### src/verilog/bma_map.svh
`ifndef BMA_MAP_SVH
`define BMA_MAP_SVH

// Register byte offsets on the APB slave.
`define BMA_CTRL_OFS 8'h00
`define BMA_STATUS_OFS 8'h04
`define BMA_LUT_INDEX_OFS 8'h08
`define BMA_LUT_DATA_OFS 8'h0c

// Control register field positions.
`define BMA_CTRL_FETCH_WAIT 0
`define BMA_CTRL_READY_DRIVE 1
`define BMA_CTRL_PRECHARGE 2
`define BMA_CTRL_DEFEAT 3
`define BMA_CTRL_A12_CMP 4
`define BMA_CTRL_CONSEC 5
`define BMA_CTRL_SIZE64K 6
`define BMA_CTRL_BANK_LSB 8
`define BMA_CTRL_BANK_MSB 11

// Control register reset value: all banks on, partial disable defeated.
`define BMA_CTRL_RESET 12'hf08

// Status register field positions.
`define BMA_STAT_WAIT_A 0
`define BMA_STAT_WAIT_B 1
`define BMA_STAT_PRE_1 2
`define BMA_STAT_PRE_2 3
`define BMA_STAT_BANK_LSB 4
`define BMA_STAT_BANK_MSB 7
`define BMA_STAT_LUT_EN 8

// Least precharge time at a 4 MHz processor clock, in nanoseconds.
`define BMA_PRECHARGE_MIN_NS 126

`endif

### src/verilog/bma_pkg.sv
package bma_pkg;

   // Bus pins sampled from outside the pclk domain.
   typedef struct packed {
      logic board_selected;  // Board select, active high.
      logic word_request_n;  // Word transfer request, active low.
      logic pdbin;           // Read data strobe.
      logic pwr_n;           // Write strobe, active low.
      logic phantom_n;       // Phantom request, active low.
      logic sinta;           // Interrupt acknowledge status.
      logic bus_clock;       // Buffered bus clock.
      logic fetch_cycle_n;   // Opcode fetch status, active low.
      logic mem_request;     // Buffered memory request, active high.
      logic [23:0] addr;     // Address bus.
      logic [7:0] data_out;  // Data-out bus.
      logic [7:0] data_in;   // Data-in bus.
   } bma_bus_type;

   // Width of the sampled pin group.
   localparam int BMA_BUS_W = $bits(bma_bus_type);

endpackage : bma_pkg

### src/verilog/bma_sync.sv
// Two-flop synchroniser for a group of pins.
module bma_sync #(
   parameter int W = 1
) (
   input wire logic clk,
   input wire logic rst_n,
   input wire logic [W-1:0] din,
   output logic [W-1:0] dout
);
   logic [W-1:0] meta_q;  // First stage, read only by the second stage.
   logic [W-1:0] sync_q;  // Second stage, safe to use.

   // Both stages shift every clock.
   always_ff @(posedge clk or negedge rst_n) begin
      if (!rst_n) begin
         meta_q <= '0;
         sync_q <= '0;
      end else begin
         meta_q <= din;
         sync_q <= meta_q;
      end
   end

   assign dout = sync_q;
endmodule : bma_sync

### src/verilog/bma_access_ctrl.sv
// The APB register port and the register addresses are this design's own decisions.
`include "bma_map.svh"

module bma_access_ctrl (
   input wire logic pclk,
   input wire logic presetn,
   input wire logic psel,
   input wire logic penable,
   input wire logic pwrite,
   input wire logic [7:0] paddr,
   input wire logic [31:0] pwdata,
   output logic [31:0] prdata,
   output logic pready,
   output logic pslverr,
   input wire bma_pkg::bma_bus_type bus_pins,
   output logic word_read_strobe,
   output logic byte_read_strobe,
   output logic word_write_strobe,
   output logic byte_write_strobe,
   output logic low_half_write_n,
   output logic high_half_write_n,
   output logic hi_out_buf_en,
   output logic hi_in_buf_en,
   output logic lo_in_buf_en,
   output logic [7:0] ram_lo_din,
   output logic [7:0] ram_hi_din,
   output logic [13:0] ram_addr,
   output logic [3:0] row_strobe_n,
   output logic bank_valid_n,
   output logic ready_out,
   output logic ready_oe
);
   import bma_pkg::*;

   bma_bus_type bus_s;            // Synchronised bus pins.
   logic [BMA_BUS_W-1:0] bus_raw; // Pins as a flat vector.

   // APB register state.
   logic [11:0] ctrl_q, ctrl_d;        // Configuration switches and jumpers.
   logic [7:0] lut_index_q, lut_index_d; // Table entry pointer.
   logic [31:0] prdata_q, prdata_d;    // Read data.
   logic pready_q, pready_d;           // Access phase ready.
   logic pslverr_q, pslverr_d;         // Unmapped address flag.
   logic [3:0] lut_mem [0:255];        // Bank select table.

   // Bus clock edge detect and sequential stages.
   logic clk_prev_q, clk_prev_d;       // Last bus clock level.
   logic wait_a_q, wait_a_d;           // Wait stage one, low on fetch.
   logic wait_b_q, wait_b_d;           // Wait stage two.
   logic pre1_q, pre1_d;               // Precharge stage one.
   logic pre2_q, pre2_d;               // Precharge stage two.
   logic bus_rise;                     // One-cycle enable on bus clock rise.

   // Registered outputs.
   logic [8:0] strobe_q, strobe_d;     // Strobes and buffer enables.
   logic [7:0] ram_lo_din_q, ram_lo_din_d;
   logic [7:0] ram_hi_din_q, ram_hi_din_d;
   logic [13:0] ram_addr_q, ram_addr_d;
   logic [3:0] row_strobe_n_q, row_strobe_n_d;
   logic bank_valid_n_q, bank_valid_n_d;
   logic ready_oe_q, ready_oe_d;

   // Decode terms.
   logic wreq, a0, defeat_eff, partial_ok, lut_en;
   logic [7:0] lut_addr;
   logic [3:0] lut_data, bank_sel_n, bank_enable;
   logic rd_base, wr_base, word_rd, byte_rd, word_wr, byte_wr, consec, precharge_block;
   logic apb_wr, apb_setup;

   // All bus pins cross into the pclk domain through two flops.
   assign bus_raw = bus_pins;
   bma_sync #(.W(BMA_BUS_W)) u_sync (
      .clk(pclk),
      .rst_n(presetn),
      .din(bus_raw),
      .dout(bus_s)
   );

   assign bank_enable = ctrl_q[`BMA_CTRL_BANK_MSB:`BMA_CTRL_BANK_LSB];
   assign consec = ctrl_q[`BMA_CTRL_CONSEC];
   assign bus_rise = bus_s.bus_clock & ~clk_prev_q;
   assign apb_setup = psel & ~penable;
   assign apb_wr = psel & penable & pready_q & pwrite;

   // Memory decode, combinational from the sampled bus.
   // decode stays combinational.
   always_comb begin
      wreq = ~bus_s.word_request_n;
      a0 = bus_s.addr[0];
      defeat_eff = ctrl_q[`BMA_CTRL_DEFEAT] | ~consec;
      partial_ok = defeat_eff | ~bus_s.addr[15] | ~bus_s.addr[14] | ~bus_s.addr[13]
                   | (ctrl_q[`BMA_CTRL_A12_CMP] & ~bus_s.addr[12]);
      lut_en = bus_s.board_selected & partial_ok;
      lut_addr = {wreq, bus_s.addr[17:14], a0, consec, ctrl_q[`BMA_CTRL_SIZE64K]};
      lut_data = lut_mem[lut_addr];
      bank_sel_n = lut_en ? (lut_data | ~bank_enable) : 4'hf;
      rd_base = bus_s.board_selected & bus_s.pdbin & ~(&bank_sel_n) & bus_s.phantom_n
                & ~bus_s.sinta;
      wr_base = bus_s.board_selected & ~bus_s.pwr_n;
      word_rd = rd_base & wreq;
      byte_rd = rd_base & ~wreq;
      word_wr = wr_base & wreq;
      byte_wr = wr_base & ~wreq;
   end

   // Output values: strobes, steering and row strobes.
   always_comb begin
      strobe_d[0] = word_rd;
      strobe_d[1] = byte_rd;
      strobe_d[2] = word_wr;
      strobe_d[3] = byte_wr;
      strobe_d[4] = ~(word_wr | (byte_wr & (a0 | consec)));
      strobe_d[5] = ~(word_wr | (byte_wr & (~a0 | consec)));
      strobe_d[6] = word_rd;
      strobe_d[7] = word_rd | (byte_rd & (~a0 | consec));
      strobe_d[8] = byte_rd & (a0 | consec);
      ram_lo_din_d = bus_s.data_out;
      ram_hi_din_d = wreq ? bus_s.data_in : bus_s.data_out;
      ram_addr_d = consec ? bus_s.addr[13:0] : bus_s.addr[14:1];
      bank_valid_n_d = &bank_sel_n;
      precharge_block = ctrl_q[`BMA_CTRL_PRECHARGE] & pre2_q;
      row_strobe_n_d = bank_sel_n | {4{~bus_s.mem_request | precharge_block}};
      ready_oe_d = ~wait_a_q & wait_b_q & bus_s.board_selected
                   & ctrl_q[`BMA_CTRL_READY_DRIVE];
   end

   // Wait and precharge stages, stepped on bus clock rises.
   always_comb begin
      clk_prev_d = bus_s.bus_clock;
      wait_a_d = wait_a_q;
      wait_b_d = wait_b_q;
      pre1_d = pre1_q;
      pre2_d = pre2_q;
      if (bus_rise) begin
         wait_a_d = bus_s.fetch_cycle_n | ~ctrl_q[`BMA_CTRL_FETCH_WAIT];
         wait_b_d = wait_a_q;
         pre1_d = ~bus_s.fetch_cycle_n;
         pre2_d = pre1_q;
      end
      if (!bus_s.mem_request) begin
         pre1_d = 1'b0;
         pre2_d = 1'b0;
      end
   end

   // APB slave: ready in the access phase, writes take effect there.
   always_comb begin
      ctrl_d = ctrl_q;
      lut_index_d = lut_index_q;
      prdata_d = prdata_q;
      pready_d = 1'b0;
      pslverr_d = 1'b0;
      if (apb_setup) begin
         // Answer is prepared in the setup cycle.
         pready_d = 1'b1;
         prdata_d = 32'h0000_0000;
         unique case (paddr)
            `BMA_CTRL_OFS: begin
               prdata_d[11:0] = ctrl_q;
            end
            `BMA_STATUS_OFS: begin
               prdata_d[`BMA_STAT_WAIT_A] = wait_a_q;
               prdata_d[`BMA_STAT_WAIT_B] = wait_b_q;
               prdata_d[`BMA_STAT_PRE_1] = pre1_q;
               prdata_d[`BMA_STAT_PRE_2] = pre2_q;
               prdata_d[`BMA_STAT_BANK_MSB:`BMA_STAT_BANK_LSB] = bank_sel_n;
               prdata_d[`BMA_STAT_LUT_EN] = lut_en;
            end
            `BMA_LUT_INDEX_OFS: begin
               prdata_d[7:0] = lut_index_q;
            end
            `BMA_LUT_DATA_OFS: begin
               prdata_d[3:0] = lut_mem[lut_index_q];
            end
            default: begin
               // Unmapped offsets read zero and flag an error.
               pslverr_d = 1'b1;
            end
         endcase
      end
      if (apb_wr) begin
         unique case (paddr)
            `BMA_CTRL_OFS: begin
               ctrl_d = pwdata[11:0];
            end
            `BMA_LUT_INDEX_OFS: begin
               lut_index_d = pwdata[7:0];
            end
            default: begin
               // Status and table data writes change no register here.
               ctrl_d = ctrl_q;
            end
         endcase
      end
   end

   // All control and output registers.
   always_ff @(posedge pclk or negedge presetn) begin
      if (!presetn) begin
         ctrl_q <= `BMA_CTRL_RESET;
         lut_index_q <= 8'h00;
         prdata_q <= 32'h0000_0000;
         pready_q <= 1'b0;
         pslverr_q <= 1'b0;
         clk_prev_q <= 1'b0;
         wait_a_q <= 1'b1;
         wait_b_q <= 1'b1;
         pre1_q <= 1'b0;
         pre2_q <= 1'b0;
         strobe_q <= 9'h030;
         ram_lo_din_q <= 8'h00;
         ram_hi_din_q <= 8'h00;
         ram_addr_q <= 14'h0000;
         row_strobe_n_q <= 4'hf;
         bank_valid_n_q <= 1'b1;
         ready_oe_q <= 1'b0;
      end else begin
         ctrl_q <= ctrl_d;
         lut_index_q <= lut_index_d;
         prdata_q <= prdata_d;
         pready_q <= pready_d;
         pslverr_q <= pslverr_d;
         clk_prev_q <= clk_prev_d;
         wait_a_q <= wait_a_d;
         wait_b_q <= wait_b_d;
         pre1_q <= pre1_d;
         pre2_q <= pre2_d;
         strobe_q <= strobe_d;
         ram_lo_din_q <= ram_lo_din_d;
         ram_hi_din_q <= ram_hi_din_d;
         ram_addr_q <= ram_addr_d;
         row_strobe_n_q <= row_strobe_n_d;
         bank_valid_n_q <= bank_valid_n_d;
         ready_oe_q <= ready_oe_d;
      end
   end

   // Table contents are data, loaded by software, not reset.
   always_ff @(posedge pclk) begin
      if (apb_wr && paddr == `BMA_LUT_DATA_OFS) begin
         lut_mem[lut_index_q] <= pwdata[3:0];
      end
   end

   assign prdata = prdata_q;
   assign pready = pready_q;
   assign pslverr = pslverr_q;
   assign word_read_strobe = strobe_q[0];
   assign byte_read_strobe = strobe_q[1];
   assign word_write_strobe = strobe_q[2];
   assign byte_write_strobe = strobe_q[3];
   assign low_half_write_n = strobe_q[4];
   assign high_half_write_n = strobe_q[5];
   assign hi_out_buf_en = strobe_q[6];
   assign hi_in_buf_en = strobe_q[7];
   assign lo_in_buf_en = strobe_q[8];
   assign ram_lo_din = ram_lo_din_q;
   assign ram_hi_din = ram_hi_din_q;
   assign ram_addr = ram_addr_q;
   assign row_strobe_n = row_strobe_n_q;
   assign bank_valid_n = bank_valid_n_q;
   // Open-collector ready: the level is always low, the enable pulls.
   assign ready_out = 1'b0;
   assign ready_oe = ready_oe_q;
endmodule : bma_access_ctrl

### config.mk
export PLATFORM = sky130hd
export DESIGN_NAME = bma_access_ctrl
export DESIGN_NICKNAME = d
export VERILOG_FILES = /design/src/verilog/bma_pkg.sv /design/src/verilog/bma_sync.sv /design/src/verilog/bma_access_ctrl.sv
export VERILOG_INCLUDE_DIRS = /design/src /design/src/verilog
export SDC_FILE = /design/constraint.sdc
export NUM_CORES = 2
export LEC_CHECK = 0
export ABC_AREA = 1
export BUFFER_PORTS_ARGS = -buffer_cell sky130_fd_sc_hd__buf_2
export CORE_MARGIN = 4
export CORE_UTILIZATION = 45
export CTS_BUF_LIST = sky130_fd_sc_hd__clkbuf_4 sky130_fd_sc_hd__clkbuf_8
export CTS_CLUSTER_DIAMETER = 50
export CTS_CLUSTER_SIZE = 24
export DETAILED_ROUTE_END_ITERATION = 6
export PLACE_DENSITY_LB_ADDON = 0.1
export SLEW_MARGIN = 20
export SYNTH_ARGS = -nofsm -noshare
export SYNTH_HDL_FRONTEND = slang
export SYNTH_HIERARCHICAL = 1
export SYNTH_SLANG_ARGS = --single-unit
export TNS_END_PERCENT = 10
### constraint.sdc
create_clock -name pclk -period 6.13 [get_ports pclk]
set_input_delay 1.226 -clock pclk [delete_from_list [all_inputs] [get_ports pclk]]
set_output_delay 1.226 -clock pclk [all_outputs]
set_load 0.005 [all_outputs]
==> impl_metrics.json <==
{
  "status": "complete, no violations",
  "numCtsBuffers": 136,
  "p_leak_nw": 24.7,
  "postLayoutCoreUtil_pct": 49.8,
  "clock-sinks": 1193,
  "ys_warn_count": 6,
  "start_util_pct": 45.3,
  "drt-pass1-iter-count": 6,
  "ir_drop_mv": 0.236,
  "core-area_um2": 126000,
  "n_fill_cell": 11700,
  "antenna_found_initial": 6,
  "crit_top_cell": "nand2_1",
  "cts_root_buffer": "clkbuf_8",
  "timing.final.crit_share_pct": 67.2,
  "drt_iter0_drc": 5597,
  "grt_usage_pct": 29.9,
  "synth_area_um2": 56900,
  "syn_to_final_growth_pct": 9.76,
  "worst-path-max-fanout": 20,
  "cts_tree": "yes",
  "final_common_cell": "nand2_1",
  "drt-wirelength-per-cell_um": 25.6,
  "avgSynthCellArea_um2": 9.42,
  "cts-resized-gates": 0,
  "final.setup_skew_ns": 0.0417,
  "tightestPinTransition_ns": 1.16,
  "nets": 6147,
  "gp_congestion": 0.894,
  "drt-total-wl_um": 200000,
  "gr-total-overflow": 0,
  "port_buffers": 126,
  "viasPerCell": 5.76,
  "worstSkewPairLatency_ns": 0.92,
  "grt_max_degree": 167,
  "htreeDepth": 4,
  "startpoint": "ctrl_q[5]$_DFFE_PN0P_",
  "max_freq_ghz": 0.243,
  "clk_pin_slew_ns": 0.09,
  "path_class": "flip-flop to flip-flop",
  "die_x_um": 364,
  "chipHeight_um": 364,
  "drive_gt1_share_pct": 9.58,
  "final_cell_mix": "nand2_1 (1556), edfxtp_1 (1024), nor2_1 (942)",
  "finalSetupViolCount": 0,
  "finalCriticalPeriod_ns": 4.12,
  "vias": 45000,
  "dpl.hpwl_um": 123000,
  "drv_cap": 0,
  "cp_cell_sequence": "nand2_4 > inv_2 > buf_4 > nand2_1 > o21ai_0 > nor2_1 > nand2_1 > nand3_1 > nand3_1 > nand3_1 > nand2_1 > nand2_1 > nand3_1 > nand2_1 > nor2_1 > nor3_1",
  "whs_ns": 0.303,
  "fin_setup_tns_ns": 0,
  "drc": 0,
  "start_kind": "flip-flop",
  "cts_buffer_depth": 3,
  "grt_pass1_wl_um": 290000,
  "cp_slowest_stage_delay_ns": 0.76,
  "setup.worst_path.end_class": "flip-flop",
  "cts_setup_buffers": 0,
  "io_pins": 174,
  "required_ns": 6.90,
  "power_density_nw_per_um2": 256,
  "grt_pass1_vias": 42700,
  "relSlewSlack_pct": 22.5,
  "row_count": 130,
  "r2r_start": "ctrl_q[5]$_DFFE_PN0P_",
  "arrival_ns": 4.89,
  "reg2regPathDepth": 16,
  "die-area_um2": 132000,
  "hold_violations": 0,
  "ant_nets": 0,
  "rsz0062_at_grt": "false",
  "hold_path.class": "primary input to async pin",
  "r2r-end": "strobe_q[6]$_DFF_PN0_",
  "reg2reg_setup_slack_ns": 2.01,
  "drv_slew": 0,
  "cpMaxStageDelayCell": "dfrtp_4",
  "cts_hold_buf": 0,
  "synthCells": 6044,
  "finalPower_w": 0.0160
}
## layout make-up
cell class	count	area [µm²]	area share, %
diodes	5	12.5	0.0200
clock buffers	151	2030	3.26
clock inverters	100	1240	1.99
inverters	557	2110	3.38
flip-flops and latches	1193	35000	56.0
repair buffers	242	1830	2.93
well taps	1650	2060	3.30
multi-input cells	3923	18200	29.1
## registers in the layout, indices dropped and copies added (netlist names), 4 cells and up
register,flops
ctrl_q,12
lut_index_q,8
lut_mem,1024
prdata,12
ram_addr,14
ram_hi_din,8
ram_lo_din,8
row_strobe_n,4
strobe_q,8
u_sync/dout,43
u_sync/meta_q,43
## worst max-delay path: cells and delay by family (launching register included)
kind / cells / cell delay [ns]
compound gates: 1 / 0.22
simple gates: 13 / 1.92
flops: 1 / 0.76
buf+inv: 2 / 1.04
## routing by layer
metal  vias to the layer above  track usage (%)  part of all wire, %
li1                      20400                -                    -
met1                     21900             41.0                   41
met2                      2308             47.3                   46
met3                       464             4.93                  8.9
met4                         0             12.7                  4.6
met5                         -                0                    0
## worst max-delay path by stage
stage                                     end  slack (ns)  cells past startpoint
global placement    lut_mem[121][0]$_DFFE_PP_        1.41                     11
detailed placement  lut_mem[124][3]$_DFFE_PP_        1.46                     11
floorplan            lut_mem[10][0]$_DFFE_PP_        2.89                     10
finish                  strobe_q[6]$_DFF_PN0_        2.01                     16
global route            strobe_q[7]$_DFF_PN0_        1.92                     18
CTS                     strobe_q[6]$_DFF_PN0_        2.12                     16
## stage by stage
stage	instance area, µm²	setup slack (ns)	std cells
2_1_floorplan	57000	2.89	6064
3_3_place_gp	59200	1.41	7565
3_5_place_dp	59200	1.46	7565
4_1_cts	62500	2.12	7816
5_1_grt	62500	1.92	7819
6_report	62500	2.01	7821
## power by group
| part | internal, W | leakage (nW) | total, W | switching, W |
|---|---|---|---|---|
| combinational | 0.000138 | 11.9 | 0.000619 | 0.000482 |
| clock | 0.00319 | 1.63 | 0.00649 | 0.00330 |
| sequential | 0.00886 | 11.2 | 0.00888 | 0.0000198 |
(Power assumes the default switching activity.)
